$ cat config.mk
export PLATFORM = sky130hd
export DESIGN_NAME = bsc_top
export DESIGN_NICKNAME = d
export VERILOG_FILES = /design/src/bsc_pkg.sv /design/src/bsc_top.sv /design/src/bsc_sync2.sv /design/src/bsc_sck_gen.sv
export SDC_FILE = /design/constraint.sdc
export NUM_CORES = 1
export LEC_CHECK = 0
export ABC_CLOCK_PERIOD_IN_PS = 7420
export BUFFER_PORTS_ARGS = -buffer_cell sky130_fd_sc_hd__buf_2
export CAP_MARGIN = 20
export CORE_MARGIN = 5
export CORE_UTILIZATION = 48
export CTS_CLUSTER_SIZE = 24
export DETAILED_ROUTE_END_ITERATION = 6
export PLACE_DENSITY = 0.75
export SYNTH_ARGS = -nofsm -noshare
export SYNTH_HDL_FRONTEND = slang
export SYNTH_HIERARCHICAL = 1
export SYNTH_SLANG_ARGS = --single-unit
$ cat constraint.sdc
create_clock -name clk -period 7.42 [get_ports clk]
set_input_delay 0.742 -clock clk [delete_from_list [all_inputs] [get_ports clk]]
set_output_delay 0.742 -clock clk [all_outputs]
set_load 0.1 [all_outputs]
$ cat src/bsc_pkg.sv
// Purpose: shared constants and types for the boot strap configuration block
// Assumes: 10 MHz core clock, 16 data pins carry the strap word at reset
// Notes:   register offsets and field positions live here only
package bsc_pkg;

    // core clock and serial boot clock
    localparam int CLK_FREQ_HZ       = 10_000_000;
    localparam int NV_SCK_FREQ_HZ    = 400_000;
    localparam int NV_SCK_PERIOD_CYC = CLK_FREQ_HZ / NV_SCK_FREQ_HZ;
    localparam int NV_SCK_HIGH_CYC   = NV_SCK_PERIOD_CYC / 2;
    localparam int NV_SCK_LOW_CYC    = NV_SCK_PERIOD_CYC - NV_SCK_HIGH_CYC;

    // strap capture window: two synchroniser stages plus one sample
    localparam logic [1:0] CAPTURE_CYC = 2'h3;

    // register map
    localparam logic [7:0] REG_STRAP  = 8'h00;
    localparam logic [7:0] REG_CTRL   = 8'h04;
    localparam logic [7:0] REG_STATUS = 8'h08;

    // register fields
    localparam int CTRL_SOFT_RESET_BIT = 0;
    localparam int STRAP_PHE_BIT       = 16;
    localparam int STRAP_IO_EN_BIT     = 17;
    localparam int STATUS_STATE_LSB    = 0;
    localparam int STATUS_UNSUP_BIT    = 4;
    localparam int STATUS_WAIT_BIT     = 5;
    localparam int STATUS_COUNT_LSB    = 16;

    // host i/o offsets of the function configuration registers
    localparam logic [7:0] IO_OFF_CONFIG_OPTION  = 8'h40;
    localparam logic [7:0] IO_OFF_CARD_STATUS    = 8'h42;
    localparam logic [7:0] IO_OFF_PIN_REPLACEMENT = 8'h44;

    // reset values
    localparam logic [15:0] STRAP_RESET = 16'h0000;

    // serial boot device access
    localparam logic [7:0]  NV_READ_CMD   = 8'h03;
    localparam logic [23:0] NV_START_ADDR = 24'h00_0000;
    localparam logic [4:0]  NV_HDR_BITS   = 5'h1f;
    localparam logic [2:0]  NV_BYTE_BITS  = 3'h7;

    // strap word as sampled from the memory data pins
    typedef struct packed {
        logic       boot_type_strap_hi;
        logic       boot_type_strap_lo;
        logic       reserved13;
        logic       four_wire;
        logic       start_idle;
        logic       mem16;
        logic       nv_disable;
        logic       rom_disable;
        logic       isa_mode;
        logic       function_regs_in_io;
        logic [5:0] spare;
    } bsc_strap_type;

    // one loaded byte headed for sram or the card information area
    typedef struct packed {
        logic        valid;
        logic        to_sram;
        logic [15:0] addr;
        logic [7:0]  data;
    } bsc_load_wr_type;

    typedef enum {
        BS_RESET,
        BS_CMD,
        BS_DATA,
        BS_RUN,
        BS_WAIT_HOST,
        BS_UNSUPPORTED
    } bsc_state_type;

endpackage : bsc_pkg

$ cat src/bsc_top.sv
// Purpose: reset-time strap capture, config register decode and serial boot load
// Assumes: straps on md_pin are stable around reset release and soft reset
// Notes:   loaded bytes leave on load_wr; no buffering
// How it works
// data pin straps are sampled for three cycles after hard reset release or soft reset
// board pulls strap pins high for ones; pins default low otherwise
// strap bit 6 selects extra i/o decoding of function registers
// with i/o decode set, answer at offsets 0x40, 0x42, 0x44
// with i/o decode clear, those registers are attribute space only
// i/o decode strap ignored when parallel host enable strap is zero
// isa mode strap forces i/o decode on
// type 00: large serial device, firmware copied into sram
// type 01: small device holds only cis, then idle awaiting host
// type 1x unsupported: no load sequence runs
// serial boot clock runs at 400 kHz
// latched straps hold until the next hard or soft reset
`timescale 1ns/1ps
module bsc_top #(
    parameter int FW_LEN  = 4096,
    parameter int CIS_LEN = 256
) (
    input  wire logic                      clk,
    input  wire logic                      rstn,
    input  wire logic                      clk_en,
    input  wire logic [15:0]               md_pin,
    input  wire logic                      parallel_host_enable,
    input  wire logic [7:0]                reg_addr,
    input  wire logic [31:0]               reg_wdata,
    input  wire logic                      reg_wr,
    input  wire logic                      reg_rd,
    output logic      [31:0]               reg_rdata,
    input  wire logic                      host_io_req,
    input  wire logic [7:0]                host_io_off,
    output logic                           config_option_io_sel,
    output logic                           card_status_io_sel,
    output logic                           pin_replacement_io_sel,
    output logic                           function_regs_in_io,
    output logic                           nv_sck,
    output logic                           nv_cs_n,
    output logic                           nv_sdo,
    input  wire logic                      nv_sdi,
    output bsc_pkg::bsc_load_wr_type       load_wr,
    output logic                           wait_host
);

    logic [15:0]            md_sync;
    logic                   phe_sync;
    logic                   sdi_sync;
    logic [1:0]             capture_cnt;
    logic                   capturing;
    logic                   soft_go;
    bsc_pkg::bsc_strap_type strap;
    logic                   phe_strap;
    logic                   io_en;
    bsc_pkg::bsc_state_type state;
    logic                   xfer;
    logic                   rise_tick;
    logic                   fall_tick;
    logic [31:0]            shift_out;
    logic [7:0]             shift_in;
    logic [4:0]             bit_cnt;
    logic [15:0]            byte_cnt;
    logic [15:0]            load_len;
    logic                   to_sram;

    // pins cross into the clock domain
    bsc_sync2 #(.W(18)) u_sync (
        .clk    (clk),
        .rstn   (rstn),
        .clk_en (clk_en),
        .din    ({md_pin, parallel_host_enable, nv_sdi}),
        .dout   ({md_sync, phe_sync, sdi_sync})
    );

    // soft reset request from software
    assign soft_go = reg_wr && (reg_addr == bsc_pkg::REG_CTRL)
                     && reg_wdata[bsc_pkg::CTRL_SOFT_RESET_BIT];
    assign capturing = (capture_cnt != 2'h0);

    // capture window after hard reset release or soft reset
    always_ff @(posedge clk or negedge rstn)
    begin
        if (!rstn)
            capture_cnt <= bsc_pkg::CAPTURE_CYC;
        else if (clk_en)
        begin
            if (soft_go)
                capture_cnt <= bsc_pkg::CAPTURE_CYC;
            else if (capturing)
                capture_cnt <= capture_cnt - 2'h1;
        end
    end

    // strap latch, frozen outside the capture window
    always_ff @(posedge clk or negedge rstn)
    begin
        if (!rstn)
        begin
            strap     <= bsc_pkg::STRAP_RESET;
            phe_strap <= 1'b0;
        end
        else if (clk_en && capturing)
        begin
            strap     <= md_sync;
            phe_strap <= phe_sync;
        end
    end

    // effective i/o decode of the function configuration registers
    always_comb
    begin
        if (strap.isa_mode)
            io_en = 1'b1;
        else if (!phe_strap)
            io_en = 1'b0;
        else
            io_en = strap.function_regs_in_io;
    end

    // host i/o selects; attribute space decode lives elsewhere
    assign config_option_io_sel   = host_io_req && io_en
                        && (host_io_off == bsc_pkg::IO_OFF_CONFIG_OPTION);
    assign card_status_io_sel     = host_io_req && io_en
                        && (host_io_off == bsc_pkg::IO_OFF_CARD_STATUS);
    assign pin_replacement_io_sel = host_io_req && io_en
                        && (host_io_off == bsc_pkg::IO_OFF_PIN_REPLACEMENT);

    // registered copy of the decode enable for the host side
    always_ff @(posedge clk or negedge rstn)
    begin
        if (!rstn)
            function_regs_in_io <= 1'b0;
        else if (clk_en)
            function_regs_in_io <= io_en;
    end

    // serial boot clock
    assign xfer    = (state == bsc_pkg::BS_CMD) || (state == bsc_pkg::BS_DATA);
    assign nv_cs_n = ~xfer;
    assign nv_sdo  = shift_out[31];
    assign to_sram = ~strap.boot_type_strap_lo;
    assign load_len = to_sram ? 16'(FW_LEN) : 16'(CIS_LEN);

    bsc_sck_gen #(
        .HIGH_CYC (bsc_pkg::NV_SCK_HIGH_CYC),
        .LOW_CYC  (bsc_pkg::NV_SCK_LOW_CYC)
    ) u_sck (
        .clk       (clk),
        .rstn      (rstn),
        .clk_en    (clk_en),
        .run       (xfer),
        .sck       (nv_sck),
        .rise_tick (rise_tick),
        .fall_tick (fall_tick)
    );

    // boot load sequencer
    always_ff @(posedge clk or negedge rstn)
    begin
        if (!rstn)
        begin
            state     <= bsc_pkg::BS_RESET;
            shift_out <= 32'h0000_0000;
            shift_in  <= 8'h00;
            bit_cnt   <= 5'h00;
            byte_cnt  <= 16'h0000;
            load_wr   <= '0;
        end
        else if (clk_en)
        begin
            load_wr.valid <= 1'b0;
            if (soft_go || capturing)
            begin
                state     <= bsc_pkg::BS_RESET;
                shift_out <= 32'h0000_0000;
            end
            else
            begin
                case (state)
                    bsc_pkg::BS_RESET:
                    begin
                        byte_cnt <= 16'h0000;
                        if (strap.boot_type_strap_hi)
                            state <= bsc_pkg::BS_UNSUPPORTED;
                        else
                        begin
                            state     <= bsc_pkg::BS_CMD;
                            shift_out <= {bsc_pkg::NV_READ_CMD, bsc_pkg::NV_START_ADDR};
                            bit_cnt   <= bsc_pkg::NV_HDR_BITS;
                        end
                    end
                    bsc_pkg::BS_CMD:
                    begin
                        if (fall_tick)
                        begin
                            shift_out <= {shift_out[30:0], 1'b0};
                            if (bit_cnt == 5'h00)
                            begin
                                state   <= bsc_pkg::BS_DATA;
                                bit_cnt <= {2'b00, bsc_pkg::NV_BYTE_BITS};
                            end
                            else
                                bit_cnt <= bit_cnt - 5'h01;
                        end
                    end
                    bsc_pkg::BS_DATA:
                    begin
                        if (rise_tick)
                        begin
                            shift_in <= {shift_in[6:0], sdi_sync};
                            if (bit_cnt == 5'h00)
                            begin
                                load_wr.valid   <= 1'b1;
                                load_wr.to_sram <= to_sram;
                                load_wr.addr    <= byte_cnt;
                                load_wr.data    <= {shift_in[6:0], sdi_sync};
                                byte_cnt        <= byte_cnt + 16'h0001;
                                bit_cnt         <= {2'b00, bsc_pkg::NV_BYTE_BITS};
                                if (byte_cnt == load_len - 16'h0001)
                                    state <= to_sram ? bsc_pkg::BS_RUN
                                                     : bsc_pkg::BS_WAIT_HOST;
                            end
                            else
                                bit_cnt <= bit_cnt - 5'h01;
                        end
                    end
                    default:
                        state <= state;
                endcase
            end
        end
    end

    assign wait_host = (state == bsc_pkg::BS_WAIT_HOST);

    // register read port, data valid only in the cycle after the strobe
    always_ff @(posedge clk or negedge rstn)
    begin
        if (!rstn)
            reg_rdata <= 32'h0000_0000;
        else if (clk_en)
        begin
            reg_rdata <= 32'h0000_0000;
            if (reg_rd && (reg_addr == bsc_pkg::REG_STRAP))
            begin
                reg_rdata[15:0]                     <= strap;
                reg_rdata[bsc_pkg::STRAP_PHE_BIT]   <= phe_strap;
                reg_rdata[bsc_pkg::STRAP_IO_EN_BIT] <= io_en;
            end
            else if (reg_rd && (reg_addr == bsc_pkg::REG_STATUS))
            begin
                reg_rdata[bsc_pkg::STATUS_STATE_LSB +: 3] <= 3'(state);
                reg_rdata[bsc_pkg::STATUS_UNSUP_BIT]     <= (state == bsc_pkg::BS_UNSUPPORTED);
                reg_rdata[bsc_pkg::STATUS_WAIT_BIT]      <= wait_host;
                reg_rdata[bsc_pkg::STATUS_COUNT_LSB +: 16] <= byte_cnt;
            end
        end
    end

    logic [7:0] sck_hi_cnt;

    // counts enabled cycles of the sck high phase
    always_ff @(posedge clk or negedge rstn)
    begin
        if (!rstn)
            sck_hi_cnt <= 8'h00;
        else if (clk_en)
            sck_hi_cnt <= nv_sck ? sck_hi_cnt + 8'h01 : 8'h00;
    end
endmodule : bsc_top

$ cat src/bsc_sync2.sv
// Purpose: two flip-flop synchroniser for pin inputs
// Assumes: inputs are quasi-static or slow against clk
// Notes:   first stage feeds only the second stage
`timescale 1ns/1ps
module bsc_sync2 #(
    parameter int W = 1
) (
    input  wire logic         clk,
    input  wire logic         rstn,
    input  wire logic         clk_en,
    input  wire logic [W-1:0] din,
    output logic      [W-1:0] dout
);

    logic [W-1:0] meta;

    // two stage capture
    always_ff @(posedge clk or negedge rstn)
    begin
        if (!rstn)
        begin
            meta <= '0;
            dout <= '0;
        end
        else if (clk_en)
        begin
            meta <= din;
            dout <= meta;
        end
    end

endmodule : bsc_sync2

$ cat src/bsc_sck_gen.sv
// Purpose: serial boot clock generator with edge ticks
// Assumes: run held high for the whole transfer
// Notes:   clock idles low; low phase comes first
`timescale 1ns/1ps
module bsc_sck_gen #(
    parameter int HIGH_CYC = bsc_pkg::NV_SCK_HIGH_CYC,
    parameter int LOW_CYC  = bsc_pkg::NV_SCK_LOW_CYC
) (
    input  wire logic clk,
    input  wire logic rstn,
    input  wire logic clk_en,
    input  wire logic run,
    output logic      sck,
    output logic      rise_tick,
    output logic      fall_tick
);

    logic [7:0] cnt;

    // ticks mark the edge where sck changes
    assign rise_tick = run && clk_en && !sck && (cnt == 8'(LOW_CYC - 1));
    assign fall_tick = run && clk_en && sck && (cnt == 8'(HIGH_CYC - 1));

    // phase counter
    always_ff @(posedge clk or negedge rstn)
    begin
        if (!rstn)
        begin
            cnt <= 8'h00;
            sck <= 1'b0;
        end
        else if (clk_en)
        begin
            if (!run)
            begin
                cnt <= 8'h00;
                sck <= 1'b0;
            end
            else if (rise_tick || fall_tick)
            begin
                cnt <= 8'h00;
                sck <= ~sck;
            end
            else
            begin
                cnt <= cnt + 8'h01;
            end
        end
    end

endmodule : bsc_sck_gen

==> Word level (Yosys, flattened, before mapping) <==
Cells that the tools add are included.
{ "totals": {"reg_bits": 215, "inputBits": 72, "wordCells": 140} }
{ "op_classes": {"n_addsub": 5, "n_eq_ne": 25, "mux": 43, "n_bitwise": 4, "n_reduce_logical": 35} }
{ "ops": {"columns": ["cell", "count"], "rows": [
  ["$mux 32", 9],
  ["$mux 26", 4],
  ["$pmux 32 s3", 1],
  ["$eq 32x2->1 const B", 2],
  ["$eq 32x4->1 const B", 2],
  ["$pmux 32 s2", 1],
  ["$mux 16", 3],
  ["$eq 32x1->1 const B", 1],
  ["$eq 32x3->1 const B", 1],
  ["$logic_not 32->1", 1],
  ["$pmux 16 s2", 1],
  ["$eq 8x4->1 const B", 3],
  ["$eq 8x7->1 const B", 3],
  ["$mux 5", 4],
  ["$add 16x1->16 const B", 1],
  ["$eq 16x16->1", 1],
  ["$mux 8", 2],
  ["$pmux 5 s3", 1],
  ["$logic_and 1x1->1", 14],
  ["$mux 14", 1],
  ["$sub 13x1->14 const B", 1],
  ["$mux 13", 1],
  ["$mux 3", 4],
  ["$ne 3x3->1 const B", 4],
  ["23 further kinds", 46]
]} }

==> Depth between registers and ports, before layout <==
Gate-level depths: netlist of the first run.
{ "logic_depth": {"word_depth": 8, "depth_mapped": 10, "mapped_depth_nobuf": 9} }

==> By module <==
The synthesis of the first run kept the hierarchy.
{ "by_module_without_submodules": {"columns": ["module", "n_inst", "cells_per_inst", "area_per_inst_um2", "seq_area_each_um2"], "rows": [
  ["bsc_top", 1, 480, 5278.8, 2930.3],
  ["bsc_sync2", 1, 76, 1490.2, 900.9],
  ["bsc_sck_gen", 1, 60, 540.5, 225.2]
]} }

==> Worst setup path before layout of the first run <==
No wires, ideal clock.
{ "synth_timing": {"path_kind": "input to output", "start": "input port host_io_off[4]", "end": "output port pin_replacement_io_sel", "arrival_ns": 3.592, "required_ns": 6.678, "path_slack_ns": 3.086, "cell_stages": 4, "n_path_buf": 0, "cell_sequence": "nor2_1 > nand4_1 > or4_1 > nor3b_1"} }
{ "synth_via": {"elab_chain_cells": 2} }
{ "synth_lines": {"columns": ["item", "line_no", "rtl"], "rows": [
  ["start, declared", "bsc_top.sv:33", "input wire logic [7:0] host_io_off,"],
  ["$eq 8x7->1", "bsc_top.sv:126", "&& (host_io_off == bsc_pkg::IO_OFF_PIN_REPLACEMENT);"],
  ["$logic_and 1x1->1", "bsc_top.sv:126", null],
  ["end, declared", "bsc_top.sv:36", "output logic pin_replacement_io_sel,"]
]} }
Every way passes these cells.

==> Worst setup path in the final report of the first run <==
{ "layout_timing": {"start": "register state[1]", "end": "register shift_out[28]"} }
{ "layout_via": {"elab_chain_cells": 7, "word_cells_on_any_way": 14} }
{ "layout_lines": {"columns": ["item", "line_no", "rtl"], "rows": [
  ["start, declared", "bsc_top.sv:55", "bsc_pkg::bsc_state_type state;"],
  ["start signal, assigned", "bsc_top.sv:162", "state <= bsc_pkg::BS_RESET;"],
  ["start signal, assigned", "bsc_top.sv:174", "state <= bsc_pkg::BS_RESET;"],
  ["start signal, assigned", "bsc_top.sv:184", "state <= bsc_pkg::BS_UNSUPPORTED;"],
  ["$eq 32x2->1 / $eq 32x3->1 (equally long branches)", "bsc_top.sv:138", "assign xfer = (state == bsc_pkg::BS_CMD) || (state == bsc_pkg::BS_DATA);"],
  ["$logic_or 1x1->1 *", "bsc_top.sv:138", null],
  ["via xfer", "bsc_top.sv:56", "logic xfer;"],
  ["$logic_and 1x1->1 * (3 in a row)", "bsc_sck_gen.sv:22", "assign fall_tick = run && clk_en && sck && (cnt == 8'(HIGH_CYC - 1));"],
  ["via fall_tick", "bsc_top.sv:58", "logic fall_tick;"],
  ["$ne 3x2->1 (no line) *", null, null],
  ["$reduce_and 4->1 (no line) *", null, null],
  ["end signal, assigned", "bsc_top.sv:188", "shift_out <= {bsc_pkg::NV_READ_CMD, bsc_pkg::NV_START_ADDR};"],
  ["end signal, assigned", "bsc_top.sv:196", "shift_out <= {shift_out[30:0], 1'b0};"],
  ["end, declared", "bsc_top.sv:59", "logic [31:0] shift_out;"]
]} }
The timed path passes the listed nets; every way through them passes the cells marked *.
A chain may end at the register's enable or synchronous reset.

==> flow_summary_export.csv, run 1 <==
group,metric,value,unit
timing,finalSetupViolCount,0,
cells_and_area,syn_to_final_growth,15.71,%
synth,yosysTopAreaCell,"dfrtp_1",
timing,hold_viol,0,
cells_and_area,final_nets,789,
global_route,grt_antenna_before_repair,0,
place,io_buffers,106,
route,drt_iter0_markers,352,
pwr,leakagePower,3.996,nW
outcome,outcome,"complete, no violations",
die,dieArea,0.01780,mm²
clocking,post_cts_buffers,0,
clocking,numCtsBuffers,17,
pwr,powerDensity,275.2,mW/mm²
timing,post-route-period-util,0.4952,
timing,fin_crit,3674,ps
worst_setup_path,slowest_delay,800,ps
cells_and_area,fin_area,0.008458,mm²
synth,synth.most_common_cell,"dfrtp_1",
timing,finClkSkew,7.553,ps
synth,synth_nets,694,
route,antenna_left,0,
die,die_y,133.4,µm
worst_setup_path,arrival,4030,ps
place,gp_congestion,0.7879,
route,first_pass_iters,5,
cells_and_area,fill_cells,1259,
clocking,cts_root_buf,"clkbuf_16",
route,route.vias.total,5043,
clocking,clock-sinks,162,
global_route,grt_usage,0.1788,
timing,slew_headroom,0.2747,
global_route,grt_pass1_wl,25.94,mm
run,maxCapViolCount,0,
timing,timing.hold.ws,340.8,ps
synth,postSynthCellCount,616,
pwr,peakVddDrop,0.1896,mV
die,start_util,0.4844,
synth,syn_avg_cell_area,11.87,µm²
synth,synth_ff_type,"dfrtp_1",
synth,synth_top_area_frac,0.5478,
route,wl,15.12,mm
route,drc,0,
synth,yosysUniqueCellTypes,58,
timing,setup_tns,0,ps
clocking,postCtsHoldBufs,0,
die,floorplan.die.width,133.4,µm
cells_and_area,instances_no_fill,912,
clocking,clk_path_buf_depth,2,
synth,ys_ff_latch,162,
synth,ys_top_cells_by_area,"dfrtp_1, mux2_2, mux2_4",
cells_and_area,utilization,0.5605,
route,avgViaCountPerCell,5.530,
cells_and_area,n_antenna_cell,0,
synth,syn_area,0.007310,mm²
die,ios,138,
place,placedInstanceArea,0.007883,mm²
global_route,grt_pass1_vias,5205,
clocking,worst_skew_pair.late_latency,420,ps
worst_setup_path,required,7770,ps
route,wl_per_cell,16.58,µm
worst_setup_path,crit_chain,"nand2b_1 > a21oi_1 > nand4_1 > nor3_1 > nor2b_1 > nor3_1 > nor4b_1 > a22o_1",
cells_and_area,drive_gt1_frac,0.3273,
timing,rsz0062_at_grt,"no",
place,place_inst,880,
global_route,grt-ovfl-total,0,
die,placementRows,45,
clocking,ctsHtreeMaxLevel,4,
clocking,path_clk_slew,60,ps
worst_setup_path,worst-path-max-fanout,13,
synth,synthArstFlopShare,1.000,
worst_setup_path,cp-end-kind,"register",
timing,maxSlewViolCount,0,
clocking,cts-resized-gates,0,
die,core,0.01509,mm²
worst_setup_path,cp_common_cell,"nor3_1",
place,dpl.hpwl,10.20,mm
worst_setup_path,worstSetupPathType,"register to register",
synth,synth_edf_count,0,
worst_setup_path,start_kind,"register",
synth,yosys_warnings,6,
synth,synth-seq-area-share,0.5549,
worst_setup_path,slowest_stage,"nor4b_1",
synth,synth_common_cells,"dfrtp_1, o21ai_0, mux2_2",
clocking,cts_tree,"yes",
global_route,grt_max_degree,87,
timing,fmax,0.2722,GHz
worst_hold_path,hold_path.class,"input pin to asynchronous set/reset pin",
timing,tightest_slew,1083,ps
through the flow:
stage / total power [mW] / worst slack (ps)
2_1_floorplan: 1.390 / 3086
3_3_place_gp: 1.469 / 3902
3_5_place_dp: 1.496 / 3791
4_1_cts: 2.351 / 3757
5_1_grt: 2.442 / 3385
6_report: 2.328 / 3746
kinds of logic after synthesis:
logic type                 count (synthesis)  share of synthesized area
xor gates and xnor gates                   4                   0.004794
muxes                                     88                     0.1501
DFF                                      162                     0.5549
buffers and inverters                     78                    0.05358
adders and majority gates                  6                    0.01027
AOI/OAI and AO/OA                        127                     0.1116
and+or+nand+nor                          151                     0.1147
layout make-up:
class	count	area (µm²)	share of cell area
tap	188	235.2	0.02781
clock inverter	12	118.9	0.01405
timing repair buffer	108	554.3	0.06553
inverter	46	172.7	0.02041
sequential	162	4056	0.4796
multi-input combinational	376	2864	0.3386
clock buffer	20	456.7	0.05399
sequential cells by signal (all words and copies together) (netlist names):
signal               cells
capture_cnt              2
function_regs_in_io      1
u_sync/meta             18
byte_cnt                16
shift_out                8
phe_strap                1
load_wr                 26
reg_rdata               32
u_sync/dout             18
shift_in                 7
state                    3
strap                   16
u_sck/sck                1
bit_cnt                  5
u_sck/cnt                8
layer usage:
metal  GRT usage  wire length [µm]  vias to the layer above
li1            -                 -                     2386
met1      0.2312              6594                     2511
met2      0.2864              7544                      124
met3     0.05438               727                       22
met4     0.06514               253                        0
met5           0                 0                        -
critical path: cells and delay by family, from the launching register on:
family           cells  cell delay (ps)
AO/OA/AOI/OAI        2              910
flip-flops           1              540
AND/OR/NAND/NOR      6             2150
path summary, 6_finish.rpt:
check	end	cells past startpoint	slack (ps)	from
max	shift_out[28]	8	3750	state[1]
min	u_sync/meta[0]	1	340	rstn
max reg2reg	shift_out[28]	8	3750	state[1]
min reg2reg	strap[15]	2	490	u_sync/dout[17]
max in group asynchronous	shift_out[31]	2	5600	rstn
min in group clk	strap[15]	2	490	u_sync/dout[17]
cells in the final DEF, fill, tap and decap left out, types with 4 or more instances in the layout:
cell type	instances
dfrtp_1	160
buf_2	104
o21ai_0	55
mux2_2	53
inv_1	46
nand3_1	36
nor2_1	31
mux2_4	30
nand2_1	25
a21oi_1	17
clkbuf_16	17
nor3_1	10
a31oi_1	9
o31ai_1	9
nand2b_1	8
nand4_1	8
a22oi_1	8
inv_6	7
a22o_1	6
ha_1	6
mux2i_1	5
nor2b_1	4
o22a_1	4
report_power, final:
group	switching, mW	total [mW]	leakage [nW]	internal, mW
combinational	0.249	0.406	1.62	0.157
sequential	0.0892	1.07	2.10	0.986
clock	0.361	0.848	0.275	0.486
total	0.699	2.33	4.00	1.63
No activity file was read; power rests on OpenSTA's default activity.
==> run 2, diff against run 1 <==
ABC_CLOCK_PERIOD_IN_PS = 2950   (was 7420)
PLACE_DENSITY = 0.77   (was 0.75)
clock period = 2.95 ns   (was 7.42 ns; I/O delays follow)
==> flow_summary_export.csv, run 2 (same netlist as run 1, synthesis figures left out) <==
group,metric,value,unit
outcome,outcome,"complete, no violations",
cells_and_area,mostFrequentLayoutCells,"dfrtp_1, buf_2, o21ai_0, mux2_2, inv_1",
worst_setup_path,worst-path-max-fanout,10,
timing,tightest_slew,745.4,ps
worst_setup_path,required,3230,ps
worst_setup_path,r2r.worst_path.cells,10,
cells_and_area,final_common_cell,"dfrtp_1",
cells_and_area,top_register,"reg_rdata",
worst_setup_path,r2r_start,"state[0]",
route,route.vias.total,5095,
pwr,powerDensity,697.3,mW/mm²
place,gp_congestion,0.8057,
timing,maxSlewViolCount,0,
worst_setup_path,cp-startpoint,"state[0]",
timing,finClkSkew,7.496,ps
global_route,grt_usage,0.1769,
worst_setup_path,cp-end-kind,"register",
run,maxCapViolCount,0,
die,core,0.01509,mm²
timing,finalSetupViolCount,0,
worst_setup_path,path_depth,10,
clocking,path_clk_slew,60,ps
cells_and_area,drive_gt1_frac,0.3424,
route,drt_iter0_markers,274,
route,avgViaCountPerCell,5.514,
place,dpl.hpwl,10.41,mm
route,wl_per_cell,16.40,µm
worst_setup_path,arrival,2900,ps
global_route,grt_antenna_before_repair,0,
cells_and_area,largest_reg_flops,32,
global_route,grt_pass1_wl,25.67,mm
clocking,cts_tree,"yes",
die,dieArea,0.01780,mm²
pwr,leakagePower,4.093,nW
route,drc,0,
global_route,grt_max_degree,96,
worst_setup_path,crit_buf_inv,1,
timing,fin_crit,2624,ps
clocking,clk_path_buf_depth,2,
cells_and_area,top_regs,"reg_rdata: 32 flops, load_wr: 26 flops",
pwr,peakVddDrop,0.5226,mV
route,wl,15.16,mm
timing,rsz0062_at_grt,"no",
die,start_util,0.4844,
global_route,grt_pass1_vias,5280,
worst_setup_path,start_kind,"register",
die,floorplan.die.width,133.4,µm
timing,hold_viol,0,
clocking,worst_skew_pair.late_latency,420,ps
clocking,clock-sinks,162,
clocking,cts_root_buf,"clkbuf_16",
global_route,grt-ovfl-total,0,
timing,setup_ws,325.5,ps
place,place_inst,891,
worst_setup_path,endpoint,"bit_cnt[4]",
die,ios,138,
timing,setup_tns,0,ps
route,antenna_left,0,
timing,fmax,0.3810,GHz
worst_setup_path,crit_chain,"buf_4 > nand2b_1 > a21oi_1 > nand4_1 > nor3_2 > nor2b_1 > nor3_1 > o211ai_2 > o41ai_2 > o21ai_0",
clocking,numCtsBuffers,17,
die,placementRows,45,
worst_hold_path,hold_path.class,"input pin to register",
place,dpl_worst_slack,296.5,ps
worst_setup_path,rr_endpoint,"bit_cnt[4]",
cells_and_area,n_antenna_cell,0,
worst_setup_path,cp_top_family,"simple AND/OR/NAND/NOR gates",
place,io_buffers,106,
timing,slew_headroom,0.5031,
timing,post-route-period-util,0.8897,
worst_setup_path,rrSetupSlack,330,ps
cells_and_area,final_nets,801,
worst_setup_path,slowest_delay,400,ps
clocking,ctsHtreeMaxLevel,4,
cells_and_area,instances_no_fill,924,
worst_setup_path,worstSetupPathType,"register to register",
worst_setup_path,slowest_stage,"dfrtp_1",
cells_and_area,syn_to_final_growth,18.02,%
clocking,post_cts_buffers,0,
die,die_y,133.4,µm
route,first_pass_iters,4,
## run 2: timing repair
item,CTS,global route
resized for setup,0,3
endpoints found under the hold margin,39,0
hold buffers,1,0
setup endpoints to repair,0,2
## run 2: worst min-delay path by stage
stage / from / endpoint / depth (start not counted)
6_report: md_pin[1] / u_sync/meta[3] / 2
4_1_cts: md_pin[1] / u_sync/meta[3] / 2
3_3_place_gp: rstn / u_sync/meta[15] / 1
3_5_place_dp: rstn / u_sync/meta[15] / 1
5_1_grt: md_pin[6] / u_sync/meta[8] / 2
2_1_floorplan: rstn / bit_cnt[0] / 0
## run 2: where the power goes
part | total [mW] | switching [mW] | internal [mW]
sequential | 2.68 | 0.198 | 2.48
combinational | 1.10 | 0.667 | 0.429
clock | 2.24 | 0.872 | 1.37
total | 6.02 | 1.74 | 4.28
## run 2: worst register-to-register path, cell delays in order, from the launching register on
cell	delay, ps
dfrtp_1	400
buf_4	200
nand2b_1	130
a21oi_1	230
nand4_1	170
nor3_2	290
nor2b_1	100
nor3_1	280
o211ai_2	250
o41ai_2	290
o21ai_0	140
## run 2: routing by layer
layer  track usage  vias up  wire length (µm)
met4       0.06571        0               204
li1              -     2421                 -
met2        0.2929      135              7608
met1        0.2219     2520              6637
met3       0.05060       19               705
met5             0        -                 0
## run 2: layout make-up
type / count / area (µm²)
repair buffers: 120 / 659.4
well taps: 188 / 235.2
inverters: 46 / 172.7
fillers: 1219 / 6462
multi-input cells: 376 / 2887
flip-flops and latches: 162 / 4056
clock inverters: 9 / 118.9
clock buffers: 23 / 498.0
## run 2: metrics by stage
step | power [mW] | util | cell area, µm² | hold WS [ps]
after global routing | 6.297 | 0.5717 | 8627 | 86.42
after detailed placement | 3.800 | 0.5290 | 7983 | 227.2
after CTS | 6.062 | 0.5706 | 8610 | 82.21
after global placement | 3.732 | 0.5290 | 7983 | 216.4
after floorplan | 3.498 | - | 7315 | -0.5911
final | 6.015 | 0.5717 | 8627 | 101.9
==> run 3, diff against run 2 <==
PLACE_DENSITY = 0.75   (was 0.77)
==> flow_summary_export.csv, run 3 (same netlist as run 1, synthesis figures left out) <==
group,metric,value,unit
cells_and_area,syn_to_final_growth,17.61,%
cells_and_area,mostFrequentLayoutCells,"dfrtp_1, buf_2, o21ai_0, mux2_2, inv_1",
cells_and_area,n_antenna_cell,0,
cells_and_area,top_regs,"reg_rdata: 32 flops, load_wr: 26 flops",
worst_setup_path,arrival,2870,ps
timing,post-route-period-util,0.8746,
route,drt_iter0_markers,393,
pwr,p_seq_frac,0.449,
worst_hold_path,hold_path.class,"input pin to register",
route,first_pass_iters,5,
timing,slew_headroom,0.4902,
pwr,p_switching,1.852,mW
pwr,powerDensity,693.4,mW/mm²
worst_setup_path,r2r_start,"state[0]",
clocking,cts_root_buf,"clkbuf_16",
cells_and_area,largest_reg_flops,32,
route,route.vias.total,5114,
route,avgViaCountPerCell,5.535,
clocking,clk_path_buf_depth,2,
die,floorplan.die.width,133.4,µm
clocking,post_cts_buffers,0,
die,die_y,133.4,µm
place,dpl_worst_slack,406.7,ps
worst_setup_path,worstSetupPathType,"register to register",
timing,rsz0062_at_grt,"no",
timing,finClkSkew,7.311,ps
global_route,grt_antenna_before_repair,0,
worst_setup_path,start_kind,"register",
global_route,top_usage_layer,"met2",
global_route,grt_use_met1,0.2333,
clocking,cts-resized-gates,0,
global_route,grt-ovfl-total,0,
worst_hold_path,hp-start,"md_pin[8]",
worst_setup_path,worst-path-max-fanout,10,
die,dieArea,0.01780,mm²
clocking,worst_skew_pair.late_latency,430,ps
place,io_buffers,106,
cells_and_area,drive_gt1_frac,0.3397,
route,antenna_left,0,
place,dpl.hpwl,10.52,mm
place,place_inst,891,
die,start_util,0.4844,
place,gp_congestion,0.7747,
global_route,grt_max_degree,83,
die,ios,138,
global_route,grt_pass1_vias,5454,
clocking,cts_tree,"yes",
clocking,ctsHtreeMaxLevel,4,
cells_and_area,utilization,0.5697,
timing,fin_crit,2580,ps
global_route,use_met3,0.05551,
cells_and_area,top_register,"reg_rdata",
timing,fmax,0.3876,GHz
pwr,p_clk_frac,0.368,
outcome,outcome,"complete, no violations",
route,wl,15.66,mm
worst_setup_path,cp-end-kind,"register",
clocking,numCtsBuffers,17,
clocking,postCtsHoldBufs,1,
clocking,clock-sinks,162,
route,wl_per_cell,16.94,µm
cells_and_area,instances_no_fill,924,
worst_setup_path,cp-startpoint,"state[0]",
die,placementRows,45,
cells_and_area,final_common_cell,"dfrtp_1",
pwr,combPwrFrac,0.184,
clocking,path_clk_slew,70,ps
run,maxCapViolCount,0,
pwr,swShare,0.3108,
global_route,use_met2,0.3039,
timing,tightest_slew,764.8,ps
timing,timing.hold.ws,89.71,ps
pwr,peakVddDrop,0.4698,mV
pwr,p_int,4.108,mW
pwr,leakagePower,4.091,nW
timing,hold_viol,0,
timing,maxSlewViolCount,0,
worst_setup_path,required,3240,ps
global_route,grt_pass1_wl,26.64,mm
timing,finalSetupViolCount,0,
die,core,0.01509,mm²
route,drc,0,
global_route,grt_usage,0.1848,
cells_and_area,final_nets,801,
timing,setup_ws,369.9,ps
-- run 3: layout make-up --
class                   instances  area (µm²)
fillers                      1279        6492
clock inverters                15       166.4
well taps                     188       235.2
clock buffers                  17       425.4
repair buffers                120       671.9
flip-flops and latches        162        4056
multi-input cells             376        2869
inverters                      46       172.7
-- run 3: power by group through the flow --
stage               logic [mW]  registers [mW]  clock network [mW]
finish                    1.09            2.67                2.19
global route              1.19            2.71                2.34
CTS                       1.10            2.67                2.24
detailed placement        1.09            2.71                   0
global placement          1.05            2.69                   0
floorplan                0.746            2.75                   0
-- run 3: stage by stage --
step	TNS (ps)	area, µm²	power [mW]
floorplan	-1525	7315	3.498
global placement	0	7995	3.740
detailed placement	0	7995	3.803
CTS	0	8597	6.017
global route	0	8597	6.237
finish	0	8597	5.961
-- run 3: critical path, cell delays in order (launching register included) --
cell      delay (ps)
dfrtp_1          430
nand2b_1         220
a21oi_1          240
nand4_1          150
nor3_1           370
nor2b_1          110
nor3_1           280
o211ai_2         230
o21ai_0          260
o21ai_0          140
-- run 3: path summary, 6_finish.rpt --
check,to,slack (ps),depth (start not counted)
worst min register to register,load_wr[20],480,2
worst max-delay path,bit_cnt[3],370,9
worst max register to register,bit_cnt[3],370,9
worst min-delay path,u_sync/meta[10],90,2
min in group asynchronous,u_sync/dout[0],460,2
max in group asynchronous,load_wr[17],1670,3
-- run 3: layer usage --
metal,part of all wire,vias up,routed length [µm]
li1,-,2408,-
met1,0.43,2563,6712
met2,0.50,119,7822
met3,0.055,24,858
met4,0.017,0,263
met5,0,-,0
